`src/hdl/hbs_map.svh`:
```
// Constants for the host-bus snoop, lock and special-cycle block.
// Assumes it is included by the package and the design file by bare name.
`ifndef HBS_MAP_SVH
`define HBS_MAP_SVH
// Request field encodings for a special, branch trace or interrupt acknowledge cycle.
`define HBS_REQ_FIRST_SPECIAL  5'h08
`define HBS_REQ_SECOND_SPECIAL 3'h1
`define HBS_REQ_SECOND_BTRACE  3'h2
`define HBS_REQ_FIRST_INTACK   5'h08
`define HBS_REQ_SECOND_INTACK  3'h0
// Special cycle codes on the byte-enable lines.
`define HBS_SC_NOP      8'h00
`define HBS_SC_SHUTDOWN 8'h01
`define HBS_SC_FLUSH    8'h02
`define HBS_SC_HALT     8'h03
`define HBS_SC_SYNC     8'h04
`define HBS_SC_FLUSHACK 8'h05
`define HBS_SC_STOPACK  8'h06
`define HBS_SC_SMIACK   8'h07
// Snoop line size in bytes and its log2, the shift from bytes to lines.
`define HBS_LINE_BYTES  12'h020
`define HBS_LINE_SHIFT  5
// Host response codes.
`define HBS_RS_NODATA   3'h5
`define HBS_RS_IWB      3'h6
`define HBS_RS_NORMAL   3'h7
`endif

```
`src/hdl/hbs_pkg.sv`:
```
// Types for the host-bus snoop, lock and special-cycle block.
// Assumes hbs_map.svh is reachable on the include path.
`include "hbs_map.svh"
package hbs_pkg;
  // Host request as decoded from the two request phases.
  typedef struct packed {
    logic        valid;
    logic [4:0]  request_field_first;
    logic [4:0]  request_field_second;
    logic [7:0]  byte_enable_lines;
    logic        address_phase_second_mgmt_bit;
    logic        is_lock;
    logic        is_write;
    logic        to_dram;
  } hbs_host_req_t;
  // Downstream (hub or graphics) DRAM request needing a snoop.
  typedef struct packed {
    logic        valid;
    logic        is_write;
    logic        is_burst;
    logic [11:0] length;
  } hbs_dn_req_t;
  // Kind of special cycle sent over hub interface A.
  typedef enum logic [2:0] {
    HBS_FWD_NONE, HBS_FWD_SHUTDOWN, HBS_FWD_HALT, HBS_FWD_STOPACK,
    HBS_FWD_LOCK, HBS_FWD_UNLOCK
  } hbs_fwd_t;
endpackage

```
`src/hdl/hbs_host_cycles.sv`:
```
// Host-bus cycle handling: snoops for downstream DRAM traffic, writeback,
// interrupt acknowledge routing, lock policy, branch trace and special cycles.
// Assumes one clock domain, host and hub interface logic on the same clock.
`timescale 1ns/10ps
`default_nettype none
`include "hbs_map.svh"

module hbs_host_cycles
  import hbs_pkg::*;
(
  input  wire logic                   clk,            // Host clock, 25 MHz.
  input  wire logic                   reset,          // Synchronous reset, active high.
  input  wire hbs_pkg::hbs_host_req_t host_req,       // Decoded host request, one-cycle pulse.
  input  wire logic                   modified_hit_snoop, // Modified-hit sampled in snoop phase.
  input  wire logic                   host_lock_done, // Host lock sequence finished, pulse.
  input  wire hbs_pkg::hbs_dn_req_t   dn_req,         // Downstream DRAM request, held until granted.
  output logic                        dn_grant,       // Downstream request accepted, combinational.
  output logic                        snoop_valid,    // Zero-length snoop cycle on the host bus.
  output logic                        snoop_invalidate, // Snoop is a read-invalidate.
  input  wire logic                   snoop_ready,    // Host bus took the snoop cycle.
  output logic [2:0]                  resp_code,      // Host response code.
  output logic                        resp_valid,     // Host response strobe, one cycle.
  output logic [1:0]                  write_xfers,    // Data transfers to accept for the write.
  output logic                        master_abort,   // Master abort to the host.
  output hbs_pkg::hbs_fwd_t           fwd_kind,       // Special cycle for hub interface A.
  output logic                        fwd_valid,      // Special cycle request to hub interface A.
  input  wire logic                   fwd_done,       // Hub interface A broadcast succeeded.
  output logic                        intack_to_hub_a, // Interrupt acknowledge routed to hub A.
  output logic                        host_busy,      // Block cannot take a new host request.
  output logic                        mgmt_mode,      // Management mode active.
  output logic                        mgmt_space_sel  // Current access goes to management space.
);
  import hbs_pkg::*;

  // ==========================================================================
  // Decode
  // ==========================================================================

  // True when the request phases describe a special cycle.
  function automatic logic is_special(input hbs_host_req_t r);
    is_special = (r.request_field_first == `HBS_REQ_FIRST_SPECIAL) &&
                 (r.request_field_second[2:0] == `HBS_REQ_SECOND_SPECIAL);
  endfunction

  // Number of snoop lines a downstream read needs.
  // Worked in 13 bits so that the longest burst still counts its full 128 lines.
  function automatic logic [7:0] snoop_count(input hbs_dn_req_t d);
    logic [12:0] n;
    n = ({1'b0, d.length} + {1'b0, `HBS_LINE_BYTES} - 13'h0001) >> `HBS_LINE_SHIFT;
    if (!d.is_burst || d.is_write || n == 13'h0000)
      snoop_count = 8'h01;
    else
      snoop_count = n[7:0];
  endfunction

  logic special_hit;
  logic btrace_hit;
  logic intack_hit;
  logic [7:0] sc_code;
  assign special_hit = host_req.valid && is_special(host_req);
  assign btrace_hit  = host_req.valid && host_req.request_field_first == `HBS_REQ_FIRST_SPECIAL &&
                       host_req.request_field_second[2:0] == `HBS_REQ_SECOND_BTRACE;
  assign intack_hit  = host_req.valid && host_req.request_field_first == `HBS_REQ_FIRST_INTACK &&
                       host_req.request_field_second[2:0] == `HBS_REQ_SECOND_INTACK;
  assign sc_code     = host_req.byte_enable_lines;

  // ==========================================================================
  // Special cycle and lock sequencer
  // ==========================================================================

  typedef enum logic [1:0] {HS_IDLE, HS_FWD, HS_LOCKED, HS_UNLOCK} hbs_hstate_t;
  hbs_hstate_t hs_q;
  logic        locked_q;
  logic        pend_retire_q;
  logic        lock_dram_q;
  logic        lock_hub_hit;

  // A locked access to the hub side is retired only after its LOCK cycle went out.
  assign lock_hub_hit = (hs_q == HS_IDLE) && host_req.valid && host_req.is_lock && !host_req.to_dram;

  // Sequencer: forwards special cycles and brackets host locks to hub A.
  always_ff @(posedge clk)
  begin
    if (reset)
    begin
      hs_q          <= HS_IDLE;
      fwd_kind      <= HBS_FWD_NONE;
      locked_q      <= 1'b0;
      pend_retire_q <= 1'b0;
    end
    else
    begin
      unique case (hs_q)
        HS_IDLE:
        begin
          if (special_hit && (sc_code == `HBS_SC_SHUTDOWN || sc_code == `HBS_SC_HALT ||
                              sc_code == `HBS_SC_STOPACK))
          begin
            hs_q          <= HS_FWD;
            pend_retire_q <= 1'b1;
            fwd_kind      <= (sc_code == `HBS_SC_SHUTDOWN) ? HBS_FWD_SHUTDOWN :
                             (sc_code == `HBS_SC_HALT) ? HBS_FWD_HALT : HBS_FWD_STOPACK;
          end
          else if (host_req.valid && host_req.is_lock && !host_req.to_dram)
          begin
            hs_q          <= HS_FWD;
            pend_retire_q <= 1'b1;
            fwd_kind      <= HBS_FWD_LOCK;
            locked_q      <= 1'b1;
          end
          else if (host_req.valid && host_req.is_lock)
          begin
            hs_q     <= HS_LOCKED;
            locked_q <= 1'b1;
          end
        end
        HS_FWD:
        begin
          if (fwd_done)
          begin
            fwd_kind <= HBS_FWD_NONE;
            pend_retire_q <= 1'b0;
            if (fwd_kind == HBS_FWD_LOCK)
              hs_q <= HS_LOCKED;
            else if (fwd_kind == HBS_FWD_UNLOCK)
            begin
              hs_q     <= HS_IDLE;
              locked_q <= 1'b0;
            end
            else
              hs_q <= HS_IDLE;
          end
        end
        HS_LOCKED:
        begin
          if (host_lock_done && fwd_kind == HBS_FWD_NONE && locked_q)
          begin
            hs_q     <= HS_UNLOCK;
          end
        end
        HS_UNLOCK:
        begin
          hs_q     <= HS_FWD;
          fwd_kind <= HBS_FWD_UNLOCK;
        end
      endcase
      // A DRAM lock needs no hub bracket: release straight away.
      if (hs_q == HS_LOCKED && host_lock_done && lock_dram_q)
      begin
        hs_q     <= HS_IDLE;
        locked_q <= 1'b0;
      end
    end
  end

  // Remembers whether the current lock targets DRAM.
  always_ff @(posedge clk)
  begin
    if (reset)
      lock_dram_q <= 1'b0;
    else if (hs_q == HS_IDLE && host_req.valid && host_req.is_lock)
      lock_dram_q <= host_req.to_dram;
  end

  assign fwd_valid = (hs_q == HS_FWD);
  assign host_busy = (hs_q == HS_FWD) || (hs_q == HS_UNLOCK);

  // ==========================================================================
  // Management mode
  // ==========================================================================

  // Enters or leaves management mode on the acknowledge code; never forwarded.
  always_ff @(posedge clk)
  begin
    if (reset)
      mgmt_mode <= 1'b0;
    else if (special_hit && sc_code == `HBS_SC_SMIACK)
      mgmt_mode <= host_req.address_phase_second_mgmt_bit;
  end

  // Later host accesses with the bit set go to management space.
  always_ff @(posedge clk)
  begin
    if (reset)
      mgmt_space_sel <= 1'b0;
    else
      mgmt_space_sel <= host_req.valid && !special_hit && mgmt_mode &&
                        host_req.address_phase_second_mgmt_bit;
  end

  // ==========================================================================
  // Host responses
  // ==========================================================================

  // Answers each host cycle but a shutdown, halt or stop-ack special in HS_LOCKED; forwarded specials answer after broadcast.
  always_ff @(posedge clk)
  begin
    if (reset)
    begin
      resp_valid      <= 1'b0;
      resp_code       <= `HBS_RS_NODATA;
      write_xfers     <= 2'h0;
      intack_to_hub_a <= 1'b0;
      master_abort    <= 1'b0;
    end
    else
    begin
      resp_valid      <= 1'b0;
      intack_to_hub_a <= intack_hit;
      master_abort    <= 1'b0;
      if (hs_q == HS_FWD && fwd_done && pend_retire_q)
      begin
        resp_valid <= 1'b1;
        resp_code  <= (fwd_kind == HBS_FWD_LOCK) ? `HBS_RS_NORMAL : `HBS_RS_NODATA;
      end
      else if (special_hit && !(sc_code == `HBS_SC_SHUTDOWN || sc_code == `HBS_SC_HALT ||
                                sc_code == `HBS_SC_STOPACK))
      begin
        resp_valid <= 1'b1;
        resp_code  <= `HBS_RS_NODATA;
      end
      else if (btrace_hit)
      begin
        resp_valid <= 1'b1;
        resp_code  <= `HBS_RS_NODATA;
      end
      // The acknowledge returns its vector as read data, so the host gets a data response.
      else if (intack_hit)
      begin
        resp_valid  <= 1'b1;
        resp_code   <= `HBS_RS_NORMAL;
        write_xfers <= 2'h0;
      end
      else if (host_req.valid && !special_hit && !intack_hit && !lock_hub_hit && modified_hit_snoop)
      begin
        resp_valid  <= 1'b1;
        resp_code   <= `HBS_RS_IWB;
        write_xfers <= host_req.is_write ? 2'h2 : 2'h1;
      end
      else if (host_req.valid && !special_hit && !intack_hit && !lock_hub_hit)
      begin
        resp_valid  <= 1'b1;
        resp_code   <= host_req.is_write ? `HBS_RS_NODATA : `HBS_RS_NORMAL;
        write_xfers <= host_req.is_write ? 2'h1 : 2'h0;
      end
    end
  end

  // ==========================================================================
  // Snoop generator for downstream DRAM traffic
  // ==========================================================================

  logic [7:0] snoop_left_q;
  logic       snoop_inv_q;
  assign dn_grant = dn_req.valid && snoop_left_q == 8'h00 && !locked_q;

  // Issues one or several zero-length snoops per downstream DRAM access.
  always_ff @(posedge clk)
  begin
    if (reset)
    begin
      snoop_left_q <= 8'h00;
      snoop_inv_q  <= 1'b0;
    end
    else if (dn_grant)
    begin
      snoop_left_q <= snoop_count(dn_req);
      snoop_inv_q  <= dn_req.is_write;
    end
    else if (snoop_valid && snoop_ready)
      snoop_left_q <= snoop_left_q - 8'h01;
  end

  assign snoop_valid      = snoop_left_q != 8'h00;
  assign snoop_invalidate = snoop_inv_q;

  // ==========================================================================
  // Assertions
  // ==========================================================================

  a_lock_blocks_grant: assert property (@(posedge clk) disable iff (reset)
    locked_q |-> !dn_grant) else $error("Downstream grant during host lock.");

  a_lock_no_snoop: assert property (@(posedge clk) disable iff (reset)
    locked_q |=> snoop_left_q <= $past(snoop_left_q)) else $error("New snoops started during host lock.");

  a_short_one_snoop: assert property (@(posedge clk) disable iff (reset)
    (dn_grant && !dn_req.is_burst) |=> snoop_left_q == 8'h01)
    else $error("Short read did not yield one snoop.");

  a_iwb_response: assert property (@(posedge clk) disable iff (reset)
    (host_req.valid && modified_hit_snoop && !special_hit && !intack_hit && hs_q == HS_IDLE &&
     !btrace_hit && !lock_hub_hit && !(hs_q == HS_FWD && fwd_done)) |=> resp_valid && resp_code == `HBS_RS_IWB)
    else $error("Modified hit did not give writeback response.");

  a_write_two_xfers: assert property (@(posedge clk) disable iff (reset)
    (resp_valid && resp_code == `HBS_RS_IWB && $past(host_req.is_write)) |-> write_xfers == 2'h2)
    else $error("Writeback write lacks two transfers.");

  a_intack_route: assert property (@(posedge clk) disable iff (reset)
    intack_hit |=> intack_to_hub_a) else $error("Interrupt acknowledge not routed.");

  a_no_abort: assert property (@(posedge clk) disable iff (reset)
    !master_abort) else $error("Master abort asserted.");

  a_smm_enter: assert property (@(posedge clk) disable iff (reset)
    (special_hit && sc_code == `HBS_SC_SMIACK && host_req.address_phase_second_mgmt_bit)
    |=> mgmt_mode && !fwd_valid) else $error("Management mode entry wrong.");

  a_smm_exit: assert property (@(posedge clk) disable iff (reset)
    (special_hit && sc_code == `HBS_SC_SMIACK && !host_req.address_phase_second_mgmt_bit)
    |=> !mgmt_mode) else $error("Management mode exit wrong.");

  a_flush_local: assert property (@(posedge clk) disable iff (reset)
    (special_hit && hs_q == HS_IDLE && (sc_code == `HBS_SC_FLUSH || sc_code == `HBS_SC_SYNC))
    |=> resp_valid && hs_q == HS_IDLE) else $error("Flush or sync not retired locally.");

  a_fwd_retire: assert property (@(posedge clk) disable iff (reset)
    (hs_q == HS_FWD && pend_retire_q && !fwd_done) |=> !(resp_valid && resp_code == `HBS_RS_NODATA
     && $past(pend_retire_q) && !$past(special_hit) && !$past(btrace_hit) && !$past(host_req.valid)))
    else $error("Forwarded special retired before broadcast.");

endmodule // hbs_host_cycles
`default_nettype wire

```
`config.mk`:
```
export PLATFORM = sky130hd
export DESIGN_NAME = hbs_host_cycles
export DESIGN_NICKNAME = d
export VERILOG_FILES = /design/src/hdl/hbs_pkg.sv /design/src/hdl/hbs_host_cycles.sv
export VERILOG_INCLUDE_DIRS = /design/src /design/src/hdl
export SDC_FILE = /design/constraint.sdc
export NUM_CORES = 1
export LEC_CHECK = 0
export BUFFER_PORTS_ARGS = -buffer_cell sky130_fd_sc_hd__buf_2
export CORE_ASPECT_RATIO = 1.4
export CORE_UTILIZATION = 32
export DETAILED_ROUTE_END_ITERATION = 7
export GPL_ROUTABILITY_DRIVEN = 0
export MAX_ROUTING_LAYER = met4
export PLACE_DENSITY = 0.68
export REMOVE_ABC_BUFFERS = 1
export SLEW_MARGIN = 20
export SYNTH_ARGS = -nofsm -noshare
export SYNTH_HDL_FRONTEND = slang
export SYNTH_SLANG_ARGS = --single-unit
```
`constraint.sdc`:
```
create_clock -name clk -period 2 [get_ports clk]
set_input_delay 0.1 -clock clk [delete_from_list [all_inputs] [get_ports clk]]
set_output_delay 0.1 -clock clk [all_outputs]
set_load 0.02 [all_outputs]
```
; After elaboration in Yosys (flattened, before gate mapping)
; Index checks and enable logic that the tools add are counted.
[word_totals]
output_inout_bits = 18
regBits = 26
input_bits = 44
wordCells = 142
[classes]
n_addsub = 3
mux = 46
bitwise = 3
reduce_logical = 57
n_eq_ne = 20
[op_table]
columns = operator, n
row1 = logical AND 1 bit, 28
row2 = two-way mux 3 bit, 9
row3 = two-way mux 2 bit, 13
row4 = two-way mux 8 bit, 3
row5 = two-way mux 1 bit, 17
row6 = equality test 8 x 3 -> 1 bit (second input constant), 2
row7 = adder 12 x 6 -> 13 bit (second input constant), 1
row8 = logical NOT 13 bit, 1
row9 = subtractor 13 x 1 -> 13 bit (second input constant), 1
row10 = case mux 3 bit (3 select lines), 1
row11 = AND reduction 3 bit, 3
row12 = equality test 8 x 1 -> 1 bit (second input constant), 1
row13 = equality test 8 x 2 -> 1 bit (second input constant), 1
row14 = logical NOT 8 bit, 1
row15 = case mux 2 bit (4 select lines), 1
row16 = nonzero test 8 bit, 1
row17 = subtractor 8 x 1 -> 8 bit (second input constant), 1
row18 = logical NOT 1 bit, 7
row19 = equality test 3 bit (second input constant), 2
row20 = logical NOT 3 bit, 2
row21 = inequality test 2 bit (second input constant), 3
row22 = inequality test 3 x 1 -> 1 bit (second input constant), 2
row23 = AND reduction 6 bit, 1
row24 = nonzero test 3 bit, 2
row25 = 15 further kinds, 25

; Logic depth before layout (Yosys ltp)
[logic_depth]
depth_word = 13
ltp_mapped = 9

; Worst setup path after synthesis
; OpenSTA, ideal clock, no wires.
[synth_timing]
kind = register -> register
startpoint = reg snoop_left_q[0]
endpoint = reg snoop_left_q[0]
period_less_slack_ns = 2.133
setup_ns = 0.114
n_path_buf = 1
path_stages_with_launch = 10
t_arrival_ns = 2.018
slack_ns = -0.133
path_cell_list = dfxtp_1 inv_1 ha_1 nor3b_1 nand3_1 inv_1 or2_2 buf_2 nor2_1 a2111oi_0
[synth_between]
elab_chain_len = 4
word_cells_on_any_way = 9
cone_classes = 1 x add/sub / 2 x mux / 6 x reduce/logical
[synth_lines]
columns = item, line_no
row1 = start: declaration, hbs_host_cycles.sv:253  ; logic [7:0] snoop_left_q;
row2 = start signal: assignment, hbs_host_cycles.sv:267  ; snoop_left_q <= snoop_count(dn_req);
row3 = start signal: assignment, hbs_host_cycles.sv:271  ; snoop_left_q <= snoop_left_q - 8'h01;
row4 = logical NOT 8 bit (*), hbs_host_cycles.sv:255  ; assign dn_grant = dn_req.valid && snoop_left_q == 8'h00 && !locked_q;
row5 = logical AND 1 bit (*) (2 in series), hbs_host_cycles.sv:255
row6 = named net dn_grant, hbs_host_cycles.sv:17  ; output logic dn_grant,
row7 = two-way mux 8 bit / nonzero test 2 bit (equally long branches), -
; Mark *: on every way through the listed nets, which the timed path passes. The rest lies on a longest branch. The select of a mux whose other input is x is not followed.
; A chain may end at the register's enable or synchronous reset.

; Worst setup path in the final report
[layout_timing]
startpoint = reg snoop_left_q[0]
endpoint = reg snoop_left_q[2]
[layout_between]
elab_chain_len = 4
word_cells_on_any_way = 9
cone_classes = 1 x add/sub / 2 x mux / 6 x reduce/logical
[layout_lines]
columns = item
row1 = "parallel branches: the longest is 4 deep, another holds subtractor 8 x 1 -> 8 bit"
; Parallel ways; which one is timed is not known. The select of a mux whose other input is x is not followed.

==> metrics.sh <==
FIRST_ITER_VIOLATIONS=58
PLACED_CELL_AREA_SQ_UM=2090
TOP_LEVEL_PORTS=62
RUN_STATUS='complete, no violations'
POWER-PER-CELL-AREA_nW_PER_UM2=906
FINALCLOCKSKEW_NS=0.00171
SYNTH-ADDER-AREA-SHARE_PCT=1.48
PORT_BUFFERS=57
RSZ0062_AT_GRT='false'
SYNTH-SIMPLE-AREA-SHARE_PCT=31.9
GRT_START_MAX_NET_PINS=16
CRIT_PATH_START_KIND='flip-flop'
CRITICAL_PATH_DEPTH=8
RR_STARTPOINT='snoop_left_q[0]'
WORST_SETUP_HOLD_PATH_CLK_SLEW_NS=0.08
CTS.REPAIR_TIMING.SETUP_BUFFER_COUNT=0
WORST-ENDPOINT-REQUIRED_NS=2.16
FINAL_ANTENNA_NET_COUNT=0
FMAX_GHz=0.533
SHARE_OF_LAYOUT_CELLS_ABOVE_DRIVE_STRENGTH_1_PCT=29.1
SETUP.WORST_PATH.CLASS='reg2reg'
SYNTH_TOP_FAMILY_BY_AREA='simple AND/OR/NAND/NOR gates'
SETUP-VIOLATIONS-FINAL=0
SYNTH-EDFF-COUNT=0
MIN-DELAY-PATH-CLASS='in2reg'
COREAREA_SQ_UM=5120
YOSYS_REGISTER_BITS=25
PATH_BUF_INV=3
VIAS_IN_THE_FIRST_GLOBAL_ROUTE=1720
START_UTIL_PCT=33.1
FLOORPLAN.DIE.HEIGHT_UM=88.1
POSTSYNTH.TOPFLOPCELL='dfxtp_1'
AREAGROWTHSYNTHTOFINISH_PCT=27.2
DESIGN.DIE.AREA_SQ_UM=5590
CTS_RESIZED=0
CTS-HTREE-LEVELS=1
ASYNC_RESET_FF_SHARE_PCT=0
CRITICAL_PATH_ARRIVAL_NS=2.03
HPWLAFTERDP_UM=3620
SLEW_VIOLATIONS=0
TRITONCTS.NUM_BUFFERS=3
POWER.LEAKAGE_nW=0.894
CRITPATHMAXSTAGEDELAY_NS=0.35
DESIGN_AREA_SQ_UM=2150
CLOCK_INSERTION_DELAY_WORST_SKEW_NS=0.26
SYN_INST=220
YOSYS-MUX-AREA-FRACTION_PCT=3.70
ROUTE.DETAILED.DRC=0
TOTALWIRELENGTH_UM=4490
CP-END-KIND='flip-flop'
WL_PER_CELL_UM=12.9
GRT_FIRST_PASS_WIRELENGTH_UM=7460
TIMING.CRITICAL_PATH.MAX_DELAY_FAMILY='simple AND/OR/NAND/NOR gates'
SYN-MEAN-INSTANCE-AREA_SQ_UM=7.69
ANTENNA_FOUND_INITIAL=0
CP-STARTPOINT='snoop_left_q[0]'
FINAL_NET_COUNT=329
CP_MAX_FO=7
QUANTITY_OF_HOLD_FIXING_BUFFERS_ADDED_AFTER_CTS=0
SYNTH_XOR_AREA_SHARE_PCT=4.14
ANTENNADIODECOUNT=0
WORSTPATHCELLLIST='inv_1 > ha_1 > nor3b_2 > buf_4 > nand3_1 > inv_1 > or2_2 > o221a_2'
REPORT.FINAL.HOLD_VIOL_COUNT=0
NUMBER_OF_PLACEMENT_ROWS=31
GLOBALROUTE.TOTALOVERFLOW=0
GRTUSAGETOTAL_PCT=17.1
CAP_VIOLATIONS=0
LIBRARY_CELL_USED_AS_CLOCK_ROOT_BUFFER='clkbuf_8'
CHIPWIDTH_UM=63.5
CTS_TREE='yes'
MAX-CLOCK-PATH-BUFFERS=2
WORST_REG2REG_PATH_DEPTH=8
LAYOUT_COMMON_CELLS='buf_2, dfxtp_1, nand2_1'
HOLD_CRIT_DEPTH=2
LAYOUT_COMMONEST_CELL='buf_2'
POST-ROUTE-MIN-PERIOD_NS=1.88
HOLD_CRIT_START='host_req[12]'
ROUTE.VIAS.TOTAL=1846
CTS_SINKS=25
VDD.IR_DROP.WORST_V=0.000331
SYNTH_COMPOUND_AREA_SHARE_PCT=23.9
POWER_mW=1.95
VIAS_PER_CELL=5.30
DRTPASS1ITERATIONS=5
YOSYSUNIQUECELLTYPES=56
TIMING.CRITICAL_PATH.SLOWEST_STAGE_CELL='dfxtp_2'
SEQ_AREA_FRAC_SYNTH_PCT=29.6
TIMING.HOLD.WS_NS=0.0797
POSTLAYOUTCOREUTIL_PCT=42.1
YOSYSWARNINGS=0
CRIT_PATH_FREQUENT_CELL='inv_1'
TCRIT_TCLK_FINAL_PCT=93.8
SYN_AREA_SQ_UM=1690
## cell type report
class	count	area (sq um)
fill	558	2970
multi-input combinational	176	1130
sequential	25	502
timing repair buffer	67	360
tap	66	82.6
clock buffer	4	45.0
inverter	10	37.5
## per-stage QoR
step                cells  worst slack (ns)  TNS [ns]
finish                348             0.125         0
global route          348            0.0296         0
CTS                   348           0.00707         0
detailed placement    344            0.0338         0
global placement      344            0.0422         0
floorplan             211            -0.170    -0.231
## path summary, 6_finish.rpt
| check | to | slack (ns) |
|---|---|---|
| hold reg to reg | snoop_left_q[0] | 0.45 |
| setup reg to reg | snoop_left_q[2] | 0.12 |
| hold / removal | intack_to_hub_a | 0.08 |
| setup / recovery | snoop_left_q[2] | 0.12 |
## power by group
group	leakage (nW)	switching (mW)	internal [mW]
sequential	0.205	0.122	0.592
clock	0.0228	0.148	0.142
combinational	0.666	0.499	0.449
## cells by family after synthesis
group                    Yosys count
AO/OA/AOI/OAI                     60
other                              2
multiplexers                       6
AND/OR/NAND/NOR                   98
XOR/XNOR                           8
adder cells (fa/ha/maj)            2
flip-flops                        25
buffers and inverters             19
## synth_stat cells, types with 3 or more instances
master,n,area [sq um]
or4_1,4,30.0
or3_1,3,18.8
inv_1,10,37.5
a31oi_1,4,25.0
dfxtp_1,25,500
and3_1,3,18.8
xnor2_1,7,61.3
nor3_1,8,40.0
mux2i_1,4,40.0
nor4_1,5,31.3
o21ai_0,10,50.1
nand2_1,23,86.3
a21o_1,3,22.5
nand3_1,10,50.1
nor2_1,16,60.1
clkbuf_1,5,18.8
nand3b_1,4,30.0
nor2b_1,4,25.0
a21oi_1,15,75.1
nor3b_1,3,22.5
o211ai_1,5,37.5
a211oi_1,3,22.5
## per-layer routing
metal	global-route usage [%]	vias up	routed length [um]
met2	32.4	48	2290
met3	1.56	4	179
met5	-	-	0
li1	-	943	-
met4	4.75	0	39
met1	18.6	851	1990
## registers in the layout, indices dropped and copies added, names as in the netlist, 2 cells and up
| signal | cells |
|---|---|
| snoop_left_q | 8 |
| fwd_kind | 3 |
| hs_q | 2 |
| resp_code | 2 |
| write_xfers | 2 |
(Power assumes the default switching activity.)
